==> config.mk <==
export PLATFORM = sky130hd
export DESIGN_NAME = amp_power_sequencer
export DESIGN_NICKNAME = d
export VERILOG_FILES = /design/src/hdl/chan_ramp.v /design/src/hdl/amp_power_sequencer.v
export VERILOG_INCLUDE_DIRS = /design/src /design/src/common
export SDC_FILE = /design/constraint.sdc
export NUM_CORES = 1
export LEC_CHECK = 0
export ABC_CLOCK_PERIOD_IN_PS = 6290
export BUFFER_PORTS_ARGS = -buffer_cell sky130_fd_sc_hd__buf_4
export CORE_UTILIZATION = 45
export DETAILED_ROUTE_END_ITERATION = 7
export PLACE_DENSITY = 0.68
export SKIP_LAST_GASP = 1
export SYNTH_ARGS = -nofsm -noshare
export SYNTH_HDL_FRONTEND = slang
export SYNTH_SLANG_ARGS = --single-unit
export TNS_END_PERCENT = 30
==> constraint.sdc <==
create_clock -name divided_clock_output_i -period 6.29 [get_ports divided_clock_output_i]
set_input_delay 0.3145 -clock divided_clock_output_i [delete_from_list [all_inputs] [get_ports divided_clock_output_i]]
set_output_delay 0.3145 -clock divided_clock_output_i [all_outputs]
set_load 0.005 [all_outputs]
==> src/common/amp_seq_defines.vh <==
// Register offsets, field positions, reset values and timing counts of the power sequencer
// Function
// - Reset held enters sleep, clears all state
// - After release, registers default, still sleeping
// - Clearing global sleep bit starts normal operation
// - Pulse outputs low while reset held
// - Divided clock is crystal or crystal/2
// - Mute pin latched at reset release
// - Each channel ramps independently
// - Ramp-up channel not powered stays grounded
// - Channel enable ramps duty zero to half
// - Muted channel outputs half duty, no audio
// - Half-bridge channel sleep ramps level to ground; global sleep drops it at once
// - Rate converter locks; optional lock interrupt
// - Optional interrupt on ramp completion
// - Full-bridge channels switch directly, no ramp
`ifndef AMP_SEQ_DEFINES_VH
`define AMP_SEQ_DEFINES_VH

`define ADDR_POWER_CTRL   8'h02
`define ADDR_CHAN_SLEEP   8'h03
`define ADDR_RAMP_CFG     8'h05
`define ADDR_CHAN_SILENCE 8'h13
`define ADDR_IRQ_CFG      8'h2a
`define ADDR_FB_COEF_HI   8'h35
`define ADDR_FB_COEF_MID  8'h36
`define ADDR_FB_COEF_LO   8'h37
`define ADDR_FB_CTRL      8'h38
`define ADDR_STATUS       8'h39
`define ADDR_DEC_HI       8'h3a
`define ADDR_DEC_MID      8'h3b
`define ADDR_DEC_LO       8'h3c

`define RST_POWER_CTRL    8'h81
`define RST_CHAN_SLEEP    8'hff
`define RST_RAMP_CFG      8'h01
`define RST_CHAN_SILENCE  8'h00
`define RST_IRQ_CFG       8'h00
`define RST_FB_COEF       8'h00
`define RST_FB_CTRL       8'h00

`define POWER_SLEEP_BIT   0
`define RAMP_SPD_LSB      0
`define RAMP_MODE_LSB     3
`define IRQ_LOCK_BIT      0
`define IRQ_RAMP_BIT      1
`define FB_CLEAR_BIT      0
`define FB_RUN_BIT        1

`define RAMP_MODE_UP      2'b11
`define RAMP_MODE_DOWN    2'b01

// Lock settle time in ns after the audio clocks run
`define LOCK_TIME_NS      1000
`define CLK_PERIOD_NS     10
`define LOCK_CYCLES       ((`LOCK_TIME_NS + `CLK_PERIOD_NS - 1) / `CLK_PERIOD_NS)

`endif

==> src/hdl/chan_ramp.v <==
// One pulse-width channel with soft ramp between ground and half duty
`timescale 1ns/1ps
`include "amp_seq_defines.vh"
module chan_ramp #(
	parameter DW = 8
) (
	input  wire          divided_clock_output_i,
	input  wire          reset_i,
	input  wire          run_i,
	input  wire          sleep_i,
	input  wire          silence_i,
	input  wire [1:0]    mode_i,
	input  wire [1:0]    speed_i,
	input  wire [DW-1:0] audio_i,
	input  wire [DW-1:0] phase_i,
	output reg           pwm_o,
	output reg           done_o
);
	localparam [DW-1:0] HALF = {1'b1, {(DW-1){1'b0}}};
	localparam [DW-1:0] ZERO = {DW{1'b0}};

	reg [DW-1:0] level_q;
	reg [7:0]    pace_q;
	reg          busy_q;
	wire         ramp_up   = (mode_i == `RAMP_MODE_UP);
	wire         ramp_dn   = (mode_i == `RAMP_MODE_DOWN);
	wire         want_on   = run_i & ~sleep_i;
	wire [7:0]   pace_end  = (8'h01 << {speed_i, 1'b0}) - 8'h01;
	wire [DW-1:0] target   = want_on ? HALF : ZERO;
	wire [DW-1:0] duty     = (silence_i || level_q != HALF) ? level_q : audio_i;

	always @(posedge divided_clock_output_i or posedge reset_i) begin
		if (reset_i) begin
			level_q <= ZERO;
			pace_q  <= 8'h00;
			busy_q  <= 1'b0;
			done_o  <= 1'b0;
			pwm_o   <= 1'b0;
		end else begin
			done_o <= 1'b0;
			pwm_o  <= run_i && (duty > phase_i);
			if (!run_i) begin
				level_q <= ZERO;
				busy_q  <= 1'b0;
				// Drop any part-counted step so the next ramp starts on time
				pace_q  <= 8'h00;
			end else if (level_q != target) begin
				if ((want_on && ramp_up) || (!want_on && ramp_dn && busy_q)) begin
					busy_q <= 1'b1;
					pace_q <= pace_q + 8'h01;
					if (pace_q >= pace_end) begin
						pace_q  <= 8'h00;
						level_q <= want_on ? level_q + {{(DW-1){1'b0}}, 1'b1}
							: level_q - {{(DW-1){1'b0}}, 1'b1};
					end
				end else if (!want_on && ramp_dn && !busy_q && level_q == HALF) begin
					busy_q <= 1'b1;
				end else begin
					level_q <= target;
					busy_q  <= 1'b0;
				end
			end else begin
				if (busy_q)
					done_o <= 1'b1;
				busy_q <= 1'b0;
				pace_q <= 8'h00;
			end
		end
	end
endmodule

==> src/hdl/amp_power_sequencer.v <==
// Power sequencer top: register file, wake control, clock divider, lock, channels
`timescale 1ns/1ps
`include "amp_seq_defines.vh"
module amp_power_sequencer #(
	parameter NCH = 6,
	parameter DW  = 8
) (
	input  wire            divided_clock_output_i,
	input  wire            reset_i,
	input  wire            crystal_input_i,
	input  wire            mute_pin_i,
	input  wire            audio_clocks_running_i,
	input  wire            wr_en_i,
	input  wire            rd_en_i,
	input  wire [7:0]      addr_i,
	input  wire [7:0]      wdata_i,
	input  wire [NCH*DW-1:0] audio_i,
	input  wire [23:0]     decimator_result_i,
	output reg  [7:0]      rdata_o,
	output wire [NCH-1:0]  pulse_width_output_pins_o,
	output wire            divided_clock_output_o,
	output wire            low_power_o,
	output wire            feedback_clear_o,
	output wire            feedback_run_o,
	output wire [23:0]     feedback_coef_o,
	output reg             irq_o
);
	// ===========================================================
	// Registers
	reg [7:0] power_ctrl_q;
	reg [7:0] chan_sleep_q;
	reg [7:0] ramp_cfg_q;
	reg [7:0] silence_q;
	reg [7:0] irq_cfg_q;
	reg [7:0] coef_hi_q;
	reg [7:0] coef_mid_q;
	reg [7:0] coef_lo_q;
	reg [7:0] fb_ctrl_q;
	reg       locked_q;
	reg       lock_evt_q;
	reg       ramp_evt_q;
	wire [NCH-1:0] chan_done;
	wire      status_rd = rd_en_i && (addr_i == `ADDR_STATUS);

	always @(posedge divided_clock_output_i or posedge reset_i) begin
		if (reset_i) begin
			power_ctrl_q <= `RST_POWER_CTRL;
			chan_sleep_q <= `RST_CHAN_SLEEP;
			ramp_cfg_q   <= `RST_RAMP_CFG;
			silence_q    <= `RST_CHAN_SILENCE;
			irq_cfg_q    <= `RST_IRQ_CFG;
			coef_hi_q    <= `RST_FB_COEF;
			coef_mid_q   <= `RST_FB_COEF;
			coef_lo_q    <= `RST_FB_COEF;
			fb_ctrl_q    <= `RST_FB_CTRL;
		end else if (wr_en_i) begin
			case (addr_i)
				`ADDR_POWER_CTRL:   power_ctrl_q <= wdata_i;
				`ADDR_CHAN_SLEEP:   chan_sleep_q <= wdata_i;
				`ADDR_RAMP_CFG:     ramp_cfg_q   <= wdata_i;
				`ADDR_CHAN_SILENCE: silence_q    <= wdata_i;
				`ADDR_IRQ_CFG:      irq_cfg_q    <= wdata_i;
				`ADDR_FB_COEF_HI:   coef_hi_q    <= wdata_i;
				`ADDR_FB_COEF_MID:  coef_mid_q   <= wdata_i;
				`ADDR_FB_COEF_LO:   coef_lo_q    <= wdata_i;
				`ADDR_FB_CTRL:      fb_ctrl_q    <= wdata_i;
				default: ;
			endcase
		end
	end

	always @(posedge divided_clock_output_i or posedge reset_i) begin
		if (reset_i)
			rdata_o <= 8'h00;
		else if (rd_en_i) begin
			case (addr_i)
				`ADDR_POWER_CTRL:   rdata_o <= power_ctrl_q;
				`ADDR_CHAN_SLEEP:   rdata_o <= chan_sleep_q;
				`ADDR_RAMP_CFG:     rdata_o <= ramp_cfg_q;
				`ADDR_CHAN_SILENCE: rdata_o <= silence_q;
				`ADDR_IRQ_CFG:      rdata_o <= irq_cfg_q;
				`ADDR_FB_COEF_HI:   rdata_o <= coef_hi_q;
				`ADDR_FB_COEF_MID:  rdata_o <= coef_mid_q;
				`ADDR_FB_COEF_LO:   rdata_o <= coef_lo_q;
				`ADDR_FB_CTRL:      rdata_o <= fb_ctrl_q;
				`ADDR_STATUS:       rdata_o <= {4'h0, ramp_evt_q, lock_evt_q, locked_q, low_power_o};
				`ADDR_DEC_HI:       rdata_o <= decimator_result_i[23:16];
				`ADDR_DEC_MID:      rdata_o <= decimator_result_i[15:8];
				`ADDR_DEC_LO:       rdata_o <= decimator_result_i[7:0];
				default:            rdata_o <= 8'h00;
			endcase
		end
	end

	assign low_power_o      = power_ctrl_q[`POWER_SLEEP_BIT];
	assign feedback_clear_o = fb_ctrl_q[`FB_CLEAR_BIT];
	assign feedback_run_o   = fb_ctrl_q[`FB_RUN_BIT];
	assign feedback_coef_o  = {coef_hi_q, coef_mid_q, coef_lo_q};

	// ===========================================================
	// Divided clock, divider chosen by mute pin caught at release
	reg       rel_seen_q;
	reg       div2_q;
	reg       half_q;
	reg       xtal_q;
	always @(posedge divided_clock_output_i or posedge reset_i) begin
		if (reset_i) begin
			rel_seen_q <= 1'b0;
			div2_q     <= 1'b0;
			half_q     <= 1'b0;
			xtal_q     <= 1'b0;
		end else begin
			rel_seen_q <= 1'b1;
			xtal_q     <= crystal_input_i;
			if (!rel_seen_q)
				div2_q <= mute_pin_i;
			if (crystal_input_i && !xtal_q)
				half_q <= ~half_q;
		end
	end
	// Crystal taken as a level; halving toggles once per sampled rising edge,
	// so the crystal must stay below half the system clock
	assign divided_clock_output_o = div2_q ? half_q : crystal_input_i;

	// ===========================================================
	// Rate converter lock
	localparam [31:0] LOCK_LAST = `LOCK_CYCLES - 1;
	reg [15:0] lock_cnt_q;
	wire       lock_hit = ({16'h0000, lock_cnt_q} == LOCK_LAST);
	always @(posedge divided_clock_output_i or posedge reset_i) begin
		if (reset_i) begin
			lock_cnt_q <= 16'h0000;
			locked_q   <= 1'b0;
		end else if (low_power_o || !audio_clocks_running_i) begin
			lock_cnt_q <= 16'h0000;
			locked_q   <= 1'b0;
		end else if (!locked_q) begin
			lock_cnt_q <= lock_cnt_q + 16'h0001;
			if (lock_hit)
				locked_q <= 1'b1;
		end
	end

	// ===========================================================
	// Events, cleared by status read; a new event wins over the clear
	wire lock_rise = !locked_q && !low_power_o && audio_clocks_running_i
		&& lock_hit;
	always @(posedge divided_clock_output_i or posedge reset_i) begin
		if (reset_i) begin
			lock_evt_q <= 1'b0;
			ramp_evt_q <= 1'b0;
			irq_o      <= 1'b0;
		end else begin
			lock_evt_q <= lock_rise | (lock_evt_q & ~status_rd);
			ramp_evt_q <= (|chan_done) | (ramp_evt_q & ~status_rd);
			irq_o <= (lock_evt_q & irq_cfg_q[`IRQ_LOCK_BIT])
				| (ramp_evt_q & irq_cfg_q[`IRQ_RAMP_BIT]);
		end
	end

	// ===========================================================
	// Channels
	reg [DW-1:0] phase_q;
	always @(posedge divided_clock_output_i or posedge reset_i) begin
		if (reset_i)
			phase_q <= {DW{1'b0}};
		else
			phase_q <= phase_q + {{(DW-1){1'b0}}, 1'b1};
	end

	genvar g;
	generate
		for (g = 0; g < NCH; g = g + 1) begin : ch
			chan_ramp #(.DW(DW)) u_chan (
				.divided_clock_output_i (divided_clock_output_i),
				.reset_i   (reset_i),
				.run_i     (~low_power_o),
				.sleep_i   (chan_sleep_q[g]),
				.silence_i (silence_q[g]),
				.mode_i    (ramp_cfg_q[`RAMP_MODE_LSB+1:`RAMP_MODE_LSB]),
				.speed_i   (ramp_cfg_q[`RAMP_SPD_LSB+1:`RAMP_SPD_LSB]),
				.audio_i   (audio_i[g*DW +: DW]),
				.phase_i   (phase_q),
				.pwm_o     (pulse_width_output_pins_o[g]),
				.done_o    (chan_done[g])
			);
		end
	endgenerate
endmodule

==> reports/summary.md <==
- number of enable flip-flop cells after synthesis: 0
- Arrival @ worst endpoint: 4080 ps
- relative slew slack: 0.2999
- worst clock skew: 27.95 ps
- most common library cell in the layout ignoring fill and taps: sky130_fd_sc_hd__dfrtp_1
- share of the core filled with cells in the final layout: 0.5287
- wire length of the first global-routing pass: 65,600 microns
- max-slew violation total from the final report: 0
- clock buffers created by TritonCTS: 27
- height of the die: 185.2 microns
- cell count of the worst hold path: 2
- Setup crit end kind: flop
- length in cells of the worst reg-to-reg path: 12
- share of the synthesized area in the top cell type: 0.3564
- insertion delay to the later sink of the worst-skew pair: 560 ps
- pin count of the biggest net entering global routing: 73
- GR Layer Usage met2: 0.4143
- violation count after the first detailed-routing iteration: 728
- outcome: finished clean
- clock tree from TritonCTS: built
- maximum ir drop on the vdd rail: 190.6 uV
- half-perimeter wire length after detailed placement: 29,760 microns
- GRT Residual Overflow: 0
- area of the placeable core: 32,780 sq um
- Yosys top cell by area: sky130_fd_sc_hd__dfrtp_1
- ratio of cells with drive above 1 in the final layout: 0.1813
- yosys warns: 0
- most used routing layer: met2
- Data required, critical path: 6740 ps
- top area cells in the synthesized netlist: sky130_fd_sc_hd__dfrtp_1 (36%), sky130_fd_sc_hd__ha_1 (11%), sky130_fd_sc_hd__mux2_2 (6.5%)
- Design Area, Final: 17,330 sq um
- Tot GR Track Use: 0.2401
- worst min-delay path category: input port to flop
- setup repair after global routing missed its margin: false
- initial cell density of the core: 0.4604
- remaining design rule violation count: 0
- final critical delay including setup and external delays: 3630 ps
- Post-CTS Setup Repair Bufs: 0
- number of core rows: 66
- Area growth syn-to-layout: 14.84%
- mean routed wirelength per cell: 18.67 microns
- final WL: 40,070 microns
- power density relative to cell area: 228.7 nW/um^2
- antenna-violating nets left: 0
- category of the worst setup path launch point: flop
- number of top-level pins: 138
- Num Clock Sinks: 226
- portion of the clock cycle consumed by the worst path in the final layout: 0.5771
- die area: 34,280 sq um
- count of cells resized by post-cts repair: 0
- worst setup path class: flop to flop
- clock input transition at the sequential cells of the worst setup and hold paths: 60 ps
- number of antenna violations at the first check in global routing: 2
- number of vias after detailed routing: 12.55k
- detailed-router iteration count before antenna repair: 5
- synthesized cell area: 15,090 sq um
- measured slew at the worst slew-check pin: 1050 ps
- global routing met3 resource utilization: 0.04286
- Async S/R FF share, synth: 1.000
- Achievable Freq: 275.5 MHz
- GR Layer Usage met1: 0.3029
- cell chosen for the clock root: sky130_fd_sc_hd__clkbuf_16
- setup TNS: 0 ps
- die span in x: 185.2 microns
- Place WS: 2664 ps
- Placement Cell Area: 16,410 sq um
- # port buffers: 137
- post-synthesis sequential element count: 226
- clk buf depth: 3
- Antenna Cells: 0
- sequential cell area fraction in the yosys report: 0.3756
- final weighted congestion of routability-driven global placement: 0.8811
- overall power: 0.003964 W
- DR vias/cell: 5.846
- Worst Slack Setup Final: 2660 ps
- number of hold-repair buffers added at the cts stage: 3
- via count of the first global-routing pass: 12.76k
- count of unique library cells instantiated by Yosys: 85
- most used cells in the layout excluding fill and tap cells: sky130_fd_sc_hd__dfrtp_1 (215), sky130_fd_sc_hd__buf_4 (142), sky130_fd_sc_hd__ha_1 (129)
- Avg Synthesized Cell Area: 9.620 sq um
- Max H-tree Level: 1
- Final #Nets: 1,913
- number of instances in the synthesized netlist: 1,569
- final hold vios: 0
- most used flip-flop cell after synthesis: sky130_fd_sc_hd__dfrtp_1
- leakage power summed over all cells: 8.360 nW
- number of maximum-capacitance constraint violations: 0
- highest net fanout along the worst path: 14
- number of inserted filler cells in the final layout: 2,965
- count of endpoints failing setup in the final report: 0
==> synth_stat cells, types with 9 or more instances <==
| master | instances |
|---|---|
| sky130_fd_sc_hd__a211oi_1 | 10 |
| sky130_fd_sc_hd__a21o_1 | 77 |
| sky130_fd_sc_hd__a21oi_1 | 77 |
| sky130_fd_sc_hd__a22oi_1 | 21 |
| sky130_fd_sc_hd__a31oi_1 | 9 |
| sky130_fd_sc_hd__a32oi_1 | 11 |
| sky130_fd_sc_hd__and2_1 | 13 |
| sky130_fd_sc_hd__and3_1 | 19 |
| sky130_fd_sc_hd__buf_2 | 21 |
| sky130_fd_sc_hd__buf_4 | 15 |
| sky130_fd_sc_hd__clkbuf_1 | 26 |
| sky130_fd_sc_hd__dfrtp_1 | 215 |
| sky130_fd_sc_hd__dfstp_2 | 11 |
| sky130_fd_sc_hd__ha_1 | 129 |
| sky130_fd_sc_hd__inv_1 | 55 |
| sky130_fd_sc_hd__mux2_2 | 87 |
| sky130_fd_sc_hd__nand2_1 | 125 |
| sky130_fd_sc_hd__nand2b_1 | 30 |
| sky130_fd_sc_hd__nand3_1 | 60 |
| sky130_fd_sc_hd__nand4_1 | 17 |
| sky130_fd_sc_hd__nor2_1 | 89 |
| sky130_fd_sc_hd__nor2b_1 | 40 |
| sky130_fd_sc_hd__nor3_1 | 31 |
| sky130_fd_sc_hd__nor3b_1 | 15 |
| sky130_fd_sc_hd__o211ai_1 | 15 |
| sky130_fd_sc_hd__o21ai_0 | 83 |
| sky130_fd_sc_hd__o21ai_1 | 9 |
| sky130_fd_sc_hd__o31ai_1 | 29 |
| sky130_fd_sc_hd__or3_1 | 12 |
| sky130_fd_sc_hd__xnor2_1 | 27 |
| sky130_fd_sc_hd__xor2_1 | 38 |
==> sequential cells by signal (all words and copies together), names as in the netlist, 6 cells and up <==
| name | count |
|---|---|
| ch.u_chan.pace_q | 48 |
| coef_hi_q | 8 |
| lock_cnt_q | 16 |
| ch.u_chan.busy_q | 6 |
| irq_cfg_q | 8 |
| ch.u_chan.done_o | 6 |
| rdata_o | 8 |
| coef_lo_q | 8 |
| silence_q | 8 |
| phase_q | 8 |
| power_ctrl_q | 8 |
| ch.u_chan.level_q | 48 |
| ramp_cfg_q | 8 |
| ch.u_chan.pwm_o | 6 |
| coef_mid_q | 8 |
| fb_ctrl_q | 8 |
| chan_sleep_q | 8 |
==> routing by layer <==
metal	share of wire	wire length, microns
met3	0.057	2267
met4	0.027	1078
met1	0.44	17460
met2	0.48	19250
met5	0.00037	15
==> cells by family after synthesis <==
group,count (synthesis),share of synthesized area
AND/OR/NAND/NOR,498,0.1720
AO/OA/AOI/OAI,424,0.1899
multiplexers,99,0.07410
adder cells (fa/ha/maj),135,0.1149
buffers and inverters,121,0.03556
XOR/XNOR,65,0.03772
other,1,0.0002484
flip-flops,226,0.3756
==> power by group <==
part / switching, W / total, W / internal, W
Combinational: 0.000457 / 0.000796 / 0.000339
Clock: 0.000651 / 0.00159 / 0.000942
Sequential: 0.0000634 / 0.00157 / 0.00151
Total: 0.00117 / 0.00396 / 0.00279
==> critical path, cell delays in order (launching register included) <==
cell,delay (ps)
sky130_fd_sc_hd__dfrtp_1,490
sky130_fd_sc_hd__nor2_1,530
sky130_fd_sc_hd__inv_1,100
sky130_fd_sc_hd__ha_1,230
sky130_fd_sc_hd__nand2_1,160
sky130_fd_sc_hd__ha_1,270
sky130_fd_sc_hd__and3_1,190
sky130_fd_sc_hd__a221o_1,360
sky130_fd_sc_hd__nor3_1,130
sky130_fd_sc_hd__o21ai_0,250
sky130_fd_sc_hd__a21oi_2,540
sky130_fd_sc_hd__nor3_1,100
sky130_fd_sc_hd__a21o_1,170
==> through the flow <==
| step | instances | hold slack [ps] |
|---|---|---|
| 3_5_place_dp | 2093 | 384.9 |
| 6_report | 2146 | 58.85 |
| 4_1_cts | 2146 | 36.79 |
| 5_1_grt | 2146 | 46.32 |
| 3_3_place_gp | 2093 | 388.3 |
| 2_1_floorplan | 1573 | 345.9 |
==> layout make-up <==
cell class / count / area, sq um / area share
multi-input cells: 1226 / 8904 / 0.5136
flip-flops and latches: 226 / 5669 / 0.3271
clock buffers: 36 / 729.5 / 0.04208
well taps: 442 / 553.0 / 0.03190
clock inverters: 14 / 165.2 / 0.009528
repair buffers: 145 / 1096 / 0.06323
inverters: 57 / 217.7 / 0.01256
==> worst paths after layout <==
check                                           from                                   to  slack (ps)
max                        ramp_cfg_q[1]$_DFFE_PP0P_  ch[4].u_chan.level_q[0]$_DFFE_PP0P_        2660
min                                          rd_en_i               rdata_o[4]$_DFFE_PP0P_          60
max reg2reg                ramp_cfg_q[1]$_DFFE_PP0P_  ch[4].u_chan.level_q[0]$_DFFE_PP0P_        2660
min reg2reg                       half_q$_DFFE_PP0P_                   half_q$_DFFE_PP0P_         480
max in group asynchronous                    reset_i                 phase_q[2]$_DFF_PP0_        4580
min in group asynchronous                    reset_i                 rel_seen_q$_DFF_PP0_         340
Note: power is estimated with default switching activity, not from simulation.
